### config.mk
export PLATFORM = sky130hd
export DESIGN_NAME = rxaf_filter
export DESIGN_NICKNAME = d
export VERILOG_FILES = /design/src/rxaf_pkg.sv /design/src/rxaf_filter.sv
export SDC_FILE = /design/constraint.sdc
export NUM_CORES = 1
export LEC_CHECK = 0
export ABC_AREA = 1
export BUFFER_PORTS_ARGS = -buffer_cell sky130_fd_sc_hd__buf_2
export CAP_MARGIN = 20
export CORE_ASPECT_RATIO = 0.6
export CORE_MARGIN = 8
export CORE_UTILIZATION = 30
export DETAILED_ROUTE_END_ITERATION = 8
export SYNTH_ARGS = -nofsm -noshare
export SYNTH_HDL_FRONTEND = slang
export SYNTH_SLANG_ARGS = --single-unit
### constraint.sdc
create_clock -name pclk -period 3.1 [get_ports pclk]
set_clock_uncertainty 0.15 [all_clocks]
set_input_delay 0 -clock pclk [delete_from_list [all_inputs] [get_ports pclk]]
set_output_delay 0 -clock pclk [all_outputs]
set_load 0.01 [all_outputs]
### src/rxaf_pkg.sv
// Package of register offsets, field positions, codes and timing constants for the receive frame filter.
package rxaf_pkg;

  // ----------------------------------------------------------------------
  // Register map (byte addresses = printed index times four)
  // ----------------------------------------------------------------------
  localparam logic [7:0]  IDX_EXT_RX_CONTROL   = 8'h17;
  localparam logic [7:0]  IDX_RETRY_CONTROL    = 8'h2c;
  localparam logic [7:0]  IDX_ACK_CONTROL      = 8'h2e;
  localparam logic [11:0] ADDR_EXT_RX_CONTROL  = {2'b00, IDX_EXT_RX_CONTROL, 2'b00};
  localparam logic [11:0] ADDR_RETRY_CONTROL   = {2'b00, IDX_RETRY_CONTROL, 2'b00};
  localparam logic [11:0] ADDR_ACK_CONTROL     = {2'b00, IDX_ACK_CONTROL, 2'b00};
  localparam logic [11:0] ADDR_NODE_PAN        = 12'h100;
  localparam logic [11:0] ADDR_NODE_SHORT      = 12'h104;
  localparam logic [11:0] ADDR_NODE_EXT_LO     = 12'h108;
  localparam logic [11:0] ADDR_NODE_EXT_HI     = 12'h10c;
  localparam logic [11:0] ADDR_STATUS          = 12'h110;

  // ----------------------------------------------------------------------
  // Field positions
  // ----------------------------------------------------------------------
  localparam int BIT_PROMISCUOUS   = 1;
  localparam int BIT_ACK_TIME      = 2;
  localparam int BIT_RES_UPLOAD    = 4;
  localparam int BIT_RES_FILTER    = 5;
  localparam int BIT_COORD         = 3;
  localparam int BIT_ACK_DISABLE   = 4;
  localparam int BIT_VER_LO        = 6;
  localparam int BIT_SLOTTED       = 0;

  // ----------------------------------------------------------------------
  // Reset values
  // ----------------------------------------------------------------------
  localparam logic [7:0]  RST_EXT_RX_CONTROL = 8'h00;
  localparam logic [7:0]  RST_RETRY_CONTROL  = 8'h00;
  localparam logic [7:0]  RST_ACK_CONTROL    = 8'h40;
  localparam logic [15:0] RST_NODE_PAN       = 16'hffff;
  localparam logic [15:0] RST_NODE_SHORT     = 16'hffff;
  localparam logic [15:0] BROADCAST_ID       = 16'hffff;

  // ----------------------------------------------------------------------
  // Frame type, addressing mode and status codes
  // ----------------------------------------------------------------------
  localparam logic [2:0] FT_BEACON  = 3'h0;
  localparam logic [2:0] FT_DATA    = 3'h1;
  localparam logic [2:0] FT_ACK     = 3'h2;
  localparam logic [2:0] FT_COMMAND = 3'h3;
  localparam logic [1:0] AM_NONE    = 2'h0;
  localparam logic [1:0] AM_SHORT   = 2'h2;
  localparam logic [1:0] AM_EXT     = 2'h3;
  localparam logic [2:0] TS_SUCCESS           = 3'h0;
  localparam logic [2:0] TS_SUCCESS_WAIT_ACK  = 3'h2;
  localparam logic [2:0] TS_INVALID           = 3'h7;

  // ----------------------------------------------------------------------
  // Timing
  // ----------------------------------------------------------------------
  localparam int CLK_MHZ        = 250;
  localparam int SYMBOL_NS      = 16000;
  localparam int TURN_SYMBOLS   = 12;
  localparam int SHORT_TURN_NS  = 32000;
  localparam int TRIG_DELAY_NS  = 16000;
  localparam int SYMBOL_CYC     = SYMBOL_NS * CLK_MHZ / 1000;
  localparam int TURN_CYC       = TURN_SYMBOLS * SYMBOL_CYC;
  localparam int SHORT_TURN_CYC = SHORT_TURN_NS * CLK_MHZ / 1000;
  localparam int SLOT_READY_CYC = 2 * SYMBOL_CYC;
  localparam int TRIG_DELAY_CYC = TRIG_DELAY_NS * CLK_MHZ / 1000;

  typedef enum logic [1:0] {
    RXAF_IDLE,
    RXAF_TURN,
    RXAF_WAIT_TRIG,
    RXAF_TRIG_DELAY
  } rxaf_ack_e;

endpackage

### src/rxaf_filter.sv
// Receive frame filter and automatic acknowledgment control with an APB register slave.
//
// Functional notes
// - Coordinator-role bit at ack control bit 3.
// - Ack-disable bit 4 suppresses acknowledgments.
// - Version field 7:6 selects acknowledged versions.
// - Upload-only reserved frames bypass filter, no ack.
// - Upload plus filter: reserved frames filtered like data.
// - Reserved frame ack needs request and end-of-frame.
// - Upload clear discards reserved-type frames.
// - Ack-time clear: ack after twelve symbols.
// - Ack-time set: ack after 32 us.
// - Slotted trigger accepted two symbols after frame; with ack-time set the code accepts it only after 32 us.
// - Reject reserved types and reserved versions, with relaxations.
// - Destination PAN must match node or broadcast.
// - Destination short or extended address must match.
// - Beacon source PAN matches node unless node broadcast.
// - Source-only frames need coordinator and PAN match.
// - Reject ack frames and frames without addresses.
// - No address match for dest mode 0/1, source 0.
// - Passing frame raises address match when enabled.
// - Slotted mode holds ack until pin rising edge.
// - Slotted mode posts wait-for-ack status after two symbols; with ack-time set the code posts it after 32 us.
// - Ack starts 16 us after trigger edge.
// - Slotted enable at retry control bit 0.
// - Promiscuous mode: second-level filter, end-of-frame despite bad FCS.
//
// Register access over APB was chosen for this implementation.
`timescale 1ns/1ps

module rxaf_filter #(
  parameter int TURN_CYCLES  = rxaf_pkg::TURN_CYC,       // Standard ack turnaround in clocks.
  parameter int SLOT_CYCLES  = rxaf_pkg::SLOT_READY_CYC  // Slotted ready delay in clocks.
) (
  input  wire logic        pclk,                // APB and block clock.
  input  wire logic        presetn,             // Asynchronous reset, active low.
  input  wire logic        psel,                // APB select.
  input  wire logic        penable,             // APB enable.
  input  wire logic        pwrite,              // APB direction.
  input  wire logic [11:0] paddr,               // APB byte address.
  input  wire logic [31:0] pwdata,              // APB write data.
  input  wire logic [3:0]  pstrb,               // APB byte strobes.
  output logic      [31:0] prdata,              // APB read data.
  output logic             pready,              // APB ready.
  output logic             pslverr,             // APB error on unmapped address.
  input  wire logic        frame_done,          // Pulse: header fields valid, last symbol received.
  input  wire logic        fcs_ok,              // Frame check sequence valid, with frame_done.
  input  wire logic [2:0]  frame_type,          // Frame type subfield.
  input  wire logic [1:0]  frame_version,       // Frame version subfield.
  input  wire logic        ack_request,         // Ack request subfield.
  input  wire logic        pan_compress,        // PAN identifier compression subfield.
  input  wire logic [1:0]  dst_mode,            // Destination addressing mode.
  input  wire logic [1:0]  src_mode,            // Source addressing mode.
  input  wire logic [15:0] dst_pan,             // Destination PAN identifier.
  input  wire logic [63:0] dst_addr,            // Destination address, short in low bits.
  input  wire logic [15:0] src_pan,             // Source PAN identifier.
  input  wire logic        address_match_en,    // Address-match interrupt enable.
  input  wire logic        sleep_transmit_pin,  // Asynchronous trigger pin.
  output logic             address_match,       // Pulse: frame passed the filter.
  output logic             end_of_frame,        // Pulse: frame delivered.
  output logic             ack_start,           // Pulse: start acknowledgment frame now.
  output logic      [2:0]  transaction_status   // Transaction status field.
);
  import rxaf_pkg::*;

  // ----------------------------------------------------------------------
  // Registers
  // ----------------------------------------------------------------------
  logic [7:0]  extended_rx_control;
  logic [7:0]  ack_control_and_seed;
  logic [7:0]  retry_control_register;
  logic [15:0] node_pan;
  logic [15:0] node_short;
  logic [63:0] node_ext;

  logic promiscuous_enable, ack_time_select, reserved_type_upload, reserved_type_filter;
  logic coordinator_role, ack_disable, slotted_en;
  logic [1:0] version_ack_field;

  assign promiscuous_enable   = extended_rx_control[BIT_PROMISCUOUS];
  assign ack_time_select      = extended_rx_control[BIT_ACK_TIME];
  assign reserved_type_upload = extended_rx_control[BIT_RES_UPLOAD];
  assign reserved_type_filter = extended_rx_control[BIT_RES_FILTER];
  assign coordinator_role     = ack_control_and_seed[BIT_COORD];
  assign ack_disable          = ack_control_and_seed[BIT_ACK_DISABLE];
  assign version_ack_field    = ack_control_and_seed[BIT_VER_LO +: 2];
  assign slotted_en           = retry_control_register[BIT_SLOTTED];

  // Byte-lane merge for an 8-bit wide register slice.
  function automatic logic [7:0] lane(input logic [7:0] old, input logic [7:0] nw, input logic en);
    lane = en ? nw : old;
  endfunction

  // ----------------------------------------------------------------------
  // APB slave: zero wait states, unmapped addresses answer with an error
  // ----------------------------------------------------------------------
  logic apb_wr, mapped;
  assign pready  = 1'b1;
  assign apb_wr  = psel & penable & pwrite;
  always_comb begin
    mapped = 1'b1;
    prdata = 32'h0000_0000;
    unique case (paddr)
      ADDR_EXT_RX_CONTROL: prdata = {24'h000000, extended_rx_control};
      ADDR_ACK_CONTROL:    prdata = {24'h000000, ack_control_and_seed};
      ADDR_RETRY_CONTROL:  prdata = {24'h000000, retry_control_register};
      ADDR_NODE_PAN:       prdata = {16'h0000, node_pan};
      ADDR_NODE_SHORT:     prdata = {16'h0000, node_short};
      ADDR_NODE_EXT_LO:    prdata = node_ext[31:0];
      ADDR_NODE_EXT_HI:    prdata = node_ext[63:32];
      ADDR_STATUS:         prdata = {29'h0000_0000, transaction_status};
      default:             mapped = 1'b0;
    endcase
  end
  assign pslverr = psel & penable & ~mapped;

  // Register writes take effect only at the access phase edge.
  always_ff @(posedge pclk or negedge presetn) begin
    if (!presetn) begin
      extended_rx_control    <= RST_EXT_RX_CONTROL;
      ack_control_and_seed   <= RST_ACK_CONTROL;
      retry_control_register <= RST_RETRY_CONTROL;
      node_pan               <= RST_NODE_PAN;
      node_short             <= RST_NODE_SHORT;
      node_ext               <= 64'h0000_0000_0000_0000;
    end else if (apb_wr) begin
      unique case (paddr)
        ADDR_EXT_RX_CONTROL: extended_rx_control <= lane(extended_rx_control, pwdata[7:0], pstrb[0]);
        ADDR_ACK_CONTROL:    ack_control_and_seed <= lane(ack_control_and_seed, pwdata[7:0], pstrb[0]);
        ADDR_RETRY_CONTROL:  retry_control_register <= lane(retry_control_register, pwdata[7:0], pstrb[0]);
        ADDR_NODE_PAN: begin
          node_pan[7:0]  <= lane(node_pan[7:0], pwdata[7:0], pstrb[0]);
          node_pan[15:8] <= lane(node_pan[15:8], pwdata[15:8], pstrb[1]);
        end
        ADDR_NODE_SHORT: begin
          node_short[7:0]  <= lane(node_short[7:0], pwdata[7:0], pstrb[0]);
          node_short[15:8] <= lane(node_short[15:8], pwdata[15:8], pstrb[1]);
        end
        ADDR_NODE_EXT_LO: begin
          for (int i = 0; i < 4; i++) begin
            node_ext[8*i +: 8] <= lane(node_ext[8*i +: 8], pwdata[8*i +: 8], pstrb[i]);
          end
        end
        ADDR_NODE_EXT_HI: begin
          for (int i = 0; i < 4; i++) begin
            node_ext[32+8*i +: 8] <= lane(node_ext[32+8*i +: 8], pwdata[8*i +: 8], pstrb[i]);
          end
        end
        default: ;
      endcase
    end
  end

  // ----------------------------------------------------------------------
  // Filter decision, purely combinational on the frame_done cycle
  // ----------------------------------------------------------------------
  logic is_reserved, res_bypass, version_ok, addr_pass, match_modes_ok, deliver, amatch, want_ack;
  logic [15:0] eff_src_pan;

  function automatic logic ver_acked(input logic [1:0] mode, input logic [1:0] ver);
    unique case (mode)
      2'b00:   ver_acked = (ver == 2'd0);
      2'b01:   ver_acked = (ver <= 2'd1);
      2'b10:   ver_acked = (ver <= 2'd2);
      default: ver_acked = 1'b1;
    endcase
  endfunction

  always_comb begin
    is_reserved = frame_type > FT_COMMAND;
    // upload without filter bypasses address checks
    res_bypass  = is_reserved & reserved_type_upload & ~reserved_type_filter;
    // reserved versions pass only when the version field allows them
    version_ok  = ver_acked(version_ack_field, frame_version) | (frame_version != 2'd3);
    eff_src_pan = pan_compress ? dst_pan : src_pan;
    addr_pass   = 1'b1;
    if (dst_mode != AM_NONE && dst_pan != node_pan && dst_pan != BROADCAST_ID)
      addr_pass = 1'b0;
    if (dst_mode == AM_SHORT && dst_addr[15:0] != node_short && dst_addr[15:0] != BROADCAST_ID)
      addr_pass = 1'b0;
    if (dst_mode == AM_EXT && dst_addr != node_ext)
      addr_pass = 1'b0;
    if (frame_type == FT_BEACON && node_pan != BROADCAST_ID && src_pan != node_pan)
      addr_pass = 1'b0;
    // source-only data, command or filtered reserved frames
    if ((frame_type == FT_DATA || frame_type == FT_COMMAND || is_reserved) && dst_mode == AM_NONE &&
        src_mode != AM_NONE && !(coordinator_role && eff_src_pan == node_pan))
      addr_pass = 1'b0;
    // no ack frames, at least one address field
    if (frame_type == FT_ACK || (dst_mode == AM_NONE && src_mode == AM_NONE))
      addr_pass = 1'b0;
    if (is_reserved && !reserved_type_upload)
      addr_pass = 1'b0;
    if (!version_ok)
      addr_pass = 1'b0;
    // no match for dest mode 0/1 with no source
    match_modes_ok = !((dst_mode == AM_NONE || dst_mode == 2'd1) && src_mode == AM_NONE);
    // match announced for filtered frames when enabled
    amatch = addr_pass & match_modes_ok & ~res_bypass & ~(is_reserved & ~reserved_type_upload);
    // promiscuous delivers every frame except reserved types with upload clear, even with a bad FCS
    if (promiscuous_enable)
      deliver = ~(is_reserved & ~reserved_type_upload);
    else if (res_bypass)
      deliver = fcs_ok;
    else
      deliver = addr_pass & fcs_ok;
    // ack needs request, delivery and an accepted version
    want_ack = deliver & fcs_ok & ack_request & ~ack_disable & ~res_bypass & addr_pass &
               ver_acked(version_ack_field, frame_version);
  end

  // one-cycle event pulses registered from the single decision
  always_ff @(posedge pclk or negedge presetn) begin
    if (!presetn) begin
      address_match <= 1'b0;
      end_of_frame  <= 1'b0;
    end else begin
      address_match <= frame_done & amatch & address_match_en;
      end_of_frame  <= frame_done & deliver;
    end
  end

  // ----------------------------------------------------------------------
  // Trigger pin synchroniser and edge detector
  // ----------------------------------------------------------------------
  logic pin_s1, pin_s2, pin_s3, pin_rise;
  always_ff @(posedge pclk or negedge presetn) begin
    if (!presetn) begin
      pin_s1 <= 1'b0;
      pin_s2 <= 1'b0;
      pin_s3 <= 1'b0;
    end else begin
      pin_s1 <= sleep_transmit_pin;
      pin_s2 <= pin_s1;
      pin_s3 <= pin_s2;
    end
  end
  assign pin_rise = pin_s2 & ~pin_s3;

  // ----------------------------------------------------------------------
  // Acknowledgment timing. The counter is wide enough for the standard
  // turnaround; a trigger edge before the slotted ready point is ignored.
  // ----------------------------------------------------------------------
  rxaf_ack_e   ack_state;
  logic [15:0] ack_cnt;
  logic [15:0] turn_target;

  always_comb begin
    if (ack_time_select)
      turn_target = 16'(SHORT_TURN_CYC);
    else if (slotted_en)
      turn_target = 16'(SLOT_CYCLES);
    else
      turn_target = 16'(TURN_CYCLES);
  end

  always_ff @(posedge pclk or negedge presetn) begin
    if (!presetn) begin
      ack_state <= RXAF_IDLE;
      ack_cnt   <= 16'h0000;
      ack_start <= 1'b0;
    end else begin
      ack_start <= 1'b0;
      unique case (ack_state)
        RXAF_IDLE: begin
          if (frame_done && want_ack) begin
            ack_state <= RXAF_TURN;
            ack_cnt   <= 16'h0001;
          end
        end
        RXAF_TURN: begin
          ack_cnt <= ack_cnt + 16'h0001;
          if (ack_cnt >= turn_target) begin
            ack_cnt <= 16'h0000;
            // slotted mode waits for the pin
            if (slotted_en) begin
              ack_state <= RXAF_WAIT_TRIG;
            end else begin
              ack_state <= RXAF_IDLE;
              ack_start <= 1'b1;
            end
          end
        end
        RXAF_WAIT_TRIG: begin
          if (pin_rise) begin
            ack_state <= RXAF_TRIG_DELAY;
            ack_cnt   <= 16'h0001;
          end
        end
        RXAF_TRIG_DELAY: begin
          ack_cnt <= ack_cnt + 16'h0001;
          // ack starts 16 us after the edge
          if (ack_cnt >= 16'(TRIG_DELAY_CYC)) begin
            ack_state <= RXAF_IDLE;
            ack_start <= 1'b1;
            ack_cnt   <= 16'h0000;
          end
        end
      endcase
    end
  end

  // Frame type of the frame being acknowledged. Only the frame that starts an
  // ack is kept, so a later frame during the wait cannot change the status.
  logic [2:0] frame_type_q;
  always_ff @(posedge pclk or negedge presetn) begin
    if (!presetn)
      frame_type_q <= FT_BEACON;
    else if (ack_state == RXAF_IDLE && frame_done && want_ack)
      frame_type_q <= frame_type;
  end

  // status shows wait-for-ack once slotted ready point is reached for a data or command frame
  always_ff @(posedge pclk or negedge presetn) begin
    if (!presetn) begin
      transaction_status <= TS_INVALID;
    end else if (ack_state == RXAF_TURN && slotted_en && ack_cnt >= turn_target &&
                 (frame_type_q == FT_DATA || frame_type_q == FT_COMMAND)) begin
      transaction_status <= TS_SUCCESS_WAIT_ACK;
    end else if (ack_start) begin
      transaction_status <= TS_SUCCESS;
    end
  end

endmodule

======== Word level (Yosys, flattened, before mapping) ========
Index checks and enable logic that the tools add are counted.
cells by class
  add/subtract/negate cells ............... 1
  magnitude comparators ................... 5
  eq/ne operators ......................... 34
  muxes and demuxes ....................... 33
  bitwise logic cells ..................... 28
  reduce and logical (&&, ||, !) cells .... 55
operator list
  operator                                                             number
  one-hot mux 32 bit (8 select lines)                                  1
  2-to-1 mux 16 bit                                                    7
  inequality test 64 bit                                               1
  one-hot mux 16 bit (4 select lines)                                  1
  equality test 12 x 9 -> 1 bit, second input constant                 5
  inequality test 16 bit                                               3
  inequality test 16 bit, second input constant                        3
  AND reduction 3 bit                                                  15
  equality test 12 x 8 -> 1 bit, second input constant                 2
  AND 1 bit                                                            20
  logical AND 1 bit                                                    20
  adder 16 x 1 -> 16 bit, second input constant                        1
  equality test 16 bit                                                 1
  greater-or-equal comparator 16 x 12 -> 1 bit, second input constant  1
  greater-or-equal comparator 16 bit                                   1
  2-to-1 mux 1 bit                                                     14
  equality test 12 x 7 -> 1 bit, second input constant                 1
  equality test 2 bit, second input constant                           5
  zero test 2 bit                                                      5
  2-to-1 mux 2 bit                                                     5
  inequality test 2 bit, second input constant                         5
  equality test 3 x 2 -> 1 bit, second input constant                  3
  one-hot mux 2 bit (4 select lines)                                   1
  OR reduction 8 bit                                                   1
  other kinds (16)                                                     34
storage, ports and cells
  flip-flop bits (word level) ............. 150
  bits of input ports ..................... 164
  output and inout port bits .............. 40

======== Logic depth before layout (Yosys ltp) ========
  word-level depth ........................ 23
  depth in mapped cells ................... 17
  gate-level depth less buffers ........... 16

======== Least setup slack after synthesis ========
Ideal clock, no wire load.
  path kind ............................... register to register
  from .................................... reg retry_control_register[0]
  to ...................................... reg (tool-made name)
  library setup time ...................... 0.117 ns
  arrival time ............................ 1.991 ns
  required time ........................... 2.833 ns
  path slack .............................. 0.842 ns
  stages on the path, launching flop included .. 14
  cells stage by stage .................... dfrtp_1 > nor2_1 > inv_1 > ha_1 > inv_1 > nor4_1 > nand3_1 > and3_1 > nand2_1 > o21ai_2 > inv_2 > nand3_1 > nand2_1 > nand2_1
RTL lines
  item                      line                RTL
  start: declaration        rxaf_filter.sv:71   logic [7:0] retry_control_register;
  start signal: assignment  rxaf_filter.sv:130  ADDR_RETRY_CONTROL: retry_control_register <= lane(retry_control_register, pwdata[7:0], pstrb[0]);

======== Worst setup path in the final report ========
  from .................................... reg node_pan[11]
  to ...................................... reg frame_type_q[0]
on the way
  longest elaborated chain between the ends .. 21
  elaborated cells on any way between the ends .. 29
  classes of those cells .................. 4 x eq/ne; 10 x mux; 7 x bitwise; 8 x reduce/logical
ends and longest elaborated chain
  item                             line                RTL
  start: declaration               rxaf_filter.sv:72   logic [15:0] node_pan;
  start signal: assignment         rxaf_filter.sv:133  node_pan[15:8] <= lane(node_pan[15:8], pwdata[15:8], pstrb[1]);
  inequality test 16 bit           rxaf_filter.sv:177  if (dst_mode != AM_NONE && dst_pan != node_pan && dst_pan != BROADCAST_ID)
  logical AND 1 bit (2 in series)  rxaf_filter.sv:177
  2-to-1 mux 1 bit                 rxaf_filter.sv:177
  2-to-1 mux 1 bit                 rxaf_filter.sv:179  if (dst_mode == AM_SHORT && dst_addr[15:0] != node_short && dst_addr[15:0] != BROADCAST_ID)
  2-to-1 mux 1 bit                 rxaf_filter.sv:181  if (dst_mode == AM_EXT && dst_addr != node_ext)
  2-to-1 mux 1 bit                 rxaf_filter.sv:183  if (frame_type == FT_BEACON && node_pan != BROADCAST_ID && src_pan != node_pan)
  2-to-1 mux 1 bit (*)             rxaf_filter.sv:186  if ((frame_type == FT_DATA || frame_type == FT_COMMAND || is_reserved) && dst_mode == AM_NONE &&
  2-to-1 mux 1 bit (*)             rxaf_filter.sv:190  if (frame_type == FT_ACK || (dst_mode == AM_NONE && src_mode == AM_NONE))
  2-to-1 mux 1 bit (*)             rxaf_filter.sv:192  if (is_reserved && !reserved_type_upload)
  2-to-1 mux 1 bit (*)             rxaf_filter.sv:194  if (!version_ok)
  AND 1 bit                        rxaf_filter.sv:206  deliver = addr_pass & fcs_ok;
  2-to-1 mux 1 bit                 rxaf_filter.sv:203  else if (res_bypass)
  2-to-1 mux 1 bit                 rxaf_filter.sv:201  if (promiscuous_enable)
  AND 1 bit (4 in series)          rxaf_filter.sv:208  want_ack = deliver & fcs_ok & ack_request & ~ack_disable & ~res_bypass & addr_pass &
  AND 1 bit (*) (2 in series)      rxaf_filter.sv:208
  logical AND 1 bit (*)            rxaf_filter.sv:309  else if (ack_state == RXAF_IDLE && frame_done && want_ack)
  end signal: assignment           rxaf_filter.sv:310  frame_type_q <= frame_type;
  end: declaration                 rxaf_filter.sv:305  logic [2:0] frame_type_q;
Mark *: on every way between the ends. The rest lies on a longest branch, timed or not.
A chain may end at the register's enable or synchronous reset.

==> impl_metrics.tcl <==
set metrics [dict create \
    status "finished, final reports clean" \
    finalSetupViolCount 0 \
    fill_cells 3287 \
    cts_setup_buffers 0 \
    gr-total-overflow 0 \
    yosysUniqueCellTypes 44 \
    cts_resized 0 \
    antenna_found_initial 4 \
    grt_pass1_wl_um 53400 \
    cts_tree "built" \
    place.gp.congestion 0.967 \
    reg2reg_from "node_pan[11]" \
    end_kind "flip-flop" \
    p_leak_nw 6.07 \
    grt_pass1_vias 9346 \
    p_per_area_mw_per_mm2 384 \
    clk_latency_ps 450 \
    rsz0062_at_grt "false" \
    yosys.area_share.simple_pct 31.0 \
    ir_drop_mv 0.323 \
    post-route-util_pct 38.6 \
    cts.hold.buffers_added 43 \
    placed_area_sq_mm 0.0110 \
    drive_gt1_share_pct 17.6 \
    seqCellArea_sq_mm 0.00375 \
    syn-num-nets 1571 \
    fin_crit_ps 2910 \
    dieArea_sq_mm 0.0376 \
    fin_area_sq_mm 0.0120 \
    cts.root.buffer_cell "clkbuf_16" \
    track_usage_pct 18.2 \
    numClockSinks 148 \
    fmax_mhz 343 \
    hold_violations 0 \
    num-nets-final 1816 \
    worstPathRequired_ps 3340 \
    syn_to_final_growth_pct 27.0 \
    multi_input_area_sq_mm 0.00479 \
    synth_cells 1400 \
    slew_headroom_pct 47.2 \
    seq_area_frac_synth_pct 39.7 \
    num_vias 9879 \
    synthAdderAreaFrac_pct 0.927 \
    cp-start-kind "flip-flop" \
    final.setup.tns_ps 0 \
    crit_arrival_ps 3150 \
    num_rows 50 \
    ys_ff_latch 148 \
    crit_type "flip-flop to flip-flop" \
    drc_errors 0 \
    startpoint "node_pan[11]" \
    htreeDepth 4 \
    cp_max_fo 6 \
    die_x_um 245 \
    hold_class "primary input to async pin" \
    firstDrtPassIters 5 \
    wl_um 34400 \
    die_h_um 153 \
    port_buffers 202 \
    coreArea_sq_mm 0.0311 \
    yosysWarnings 0 \
    grt_max_degree 80 \
    worst_slew_pin_slew_ps 793 \
    drt_iter0_drc 879 \
    drt-wirelength-per-cell_um 16.6 \
    final_max_slew_viol_count 0 \
    synthMuxAreaShare_pct 0 \
    routed_via_density 4.75 \
    numCtsBuffers 17 \
    synth_compound_area_share_pct 13.6 \
    dpl.hpwl_um 27100 \
    synth_top_family_by_area "simple AND/OR/NAND/NOR gates" \
    netlist_area_sq_mm 0.00945 \
    post-route-period-util_pct 93.9 \
    cts_buffer_depth 2 \
    synth_xor_area_share_pct 5.19 \
    initial_core_util_pct 30.4 \
    clk_pin_slew_ps 70 \
    postSynthAreaPerCell_sq_um 6.75 \
    cap_viol_max_count 0 \
    ant_nets 0 \
    ioPinCount 204 \
]
## report_power, final
part	internal (W)	switching (W)
clock network	0.00122	0.000891
registers	0.00195	0.0000227
logic	0.000211	0.000309
total	0.00338	0.00122
## layout make-up
cell class                 count  share of cell area, %
antenna                        4                 0.0835
clock buffer                  19                   3.69
clock inverter                13                   1.26
inverter                     202                   6.32
multi-input combinational   1020                   40.0
sequential                   148                   31.2
tap                          416                   4.34
timing repair buffer         256                   13.1
## cell usage after synthesis, drive strengths merged
| master | count | share of area, % |
|---|---|---|
| and3 | 1 | 0.066 |
| a31oi | 3 | 0.20 |
| o2111ai | 3 | 0.28 |
| a2111oi | 2 | 0.25 |
| nand4 | 17 | 1.1 |
| xnor2 | 2 | 0.19 |
| xor2 | 54 | 5.0 |
| a21boi | 1 | 0.080 |
| nand2 | 514 | 20 |
| a21oi | 12 | 0.72 |
| o21ai | 150 | 8.0 |
| inv | 201 | 8.0 |
| clkinv | 1 | 0.040 |
| a22o | 11 | 1.0 |
| o21bai | 2 | 0.16 |
| dfstp | 35 | 9.7 |
| conb | 1 | 0.040 |
| clkbuf | 19 | 0.76 |
| and2 | 2 | 0.13 |
| nor4 | 6 | 0.46 |
| nand3 | 41 | 2.2 |
| nor2 | 144 | 5.8 |
| nand3b | 1 | 0.080 |
| o22ai | 6 | 0.40 |
| a221oi | 18 | 1.7 |
| ha | 7 | 0.93 |
| dfrtp | 113 | 30 |
| a221o | 1 | 0.11 |
| o211ai | 8 | 0.64 |
| nor3 | 11 | 0.64 |
| o31ai | 1 | 0.080 |
| nor3b | 1 | 0.080 |
| buf | 11 | 0.79 |
## worst paths after layout
check	end	slack, ps	cells past startpoint
worst max-delay path	frame_type_q[0]	190	15
worst min-delay path	node_ext[41]	10	2
worst max register to register	frame_type_q[0]	190	15
worst min register to register	pin_s2	200	0
max in group asynchronous	node_short[6]	1990	3
min in group pclk	frame_type_q[2]	70	9
## routing by layer
metal | vias up | wire length (um) | GRT usage (%)
li1 | 4907 | - | -
met1 | 4554 | 16600 | 26.5
met2 | 382 | 14100 | 25.6
met3 | 36 | 3060 | 5.10
met4 | 0 | 682 | 5.23
met5 | - | 0 | 0
## worst max-delay path: stages, from the launching register on
cell	delay, ps
dfstp_2	590
inv_1	110
nand2_1	70
nand2_1	40
nor2_1	150
nand2_1	120
nor2_1	210
nand2_1	80
nand2_1	60
nand2_1	50
nor2_1	160
nand4_1	160
nor2_1	190
nand2_1	60
dlygate4sd3_1	560
nand2_1	80
## kinds of logic (layout without fill, tap and decap cells)
group           count (synthesis)  in the layout
xor+xnor                       56             56
buf+inv                       232            490
flops                         148            148
compound gates                218            218
simple gates                  738            738
fa+ha+maj                       7              7
other cells                     1              5
## metrics by stage
step	cells	worst slack [ps]	power (W)	hold WS (ps)
floorplan	1400	842	0.00223	-446
global placement	1999	549	0.00248	-45.5
detailed placement	1999	477	0.00249	-50.9
CTS	2074	283	0.00466	46.7
global route	2078	18.1	0.00482	90.5
finish	2078	188	0.00461	14.3
## state kept, by name, indices dropped and copies added, names as in the netlist, 2 cells and up, named ones only
register	cells
frame_type_q	2
extended_rx_control	8
ack_cnt	16
node_ext	64
transaction_status	2
node_pan	16
ack_control_and_seed	8
retry_control_register	8
node_short	16
## placed cells by master, fill, tap and decap left out, types with 10 or more instances in the layout
master         count
dlygate4sd3_1     43
o21ai_0          146
nand2_1          513
xor2_1            54
clkbuf_16         17
nand4_1           17
a221oi_1          18
dfrtp_1          113
inv_1            196
nor3_1            10
a22o_1            11
buf_2            201
nor2_1           143
dfstp_2           35
nand3_1           41
a21oi_1           10
Power figures use the tool's default switching activity.
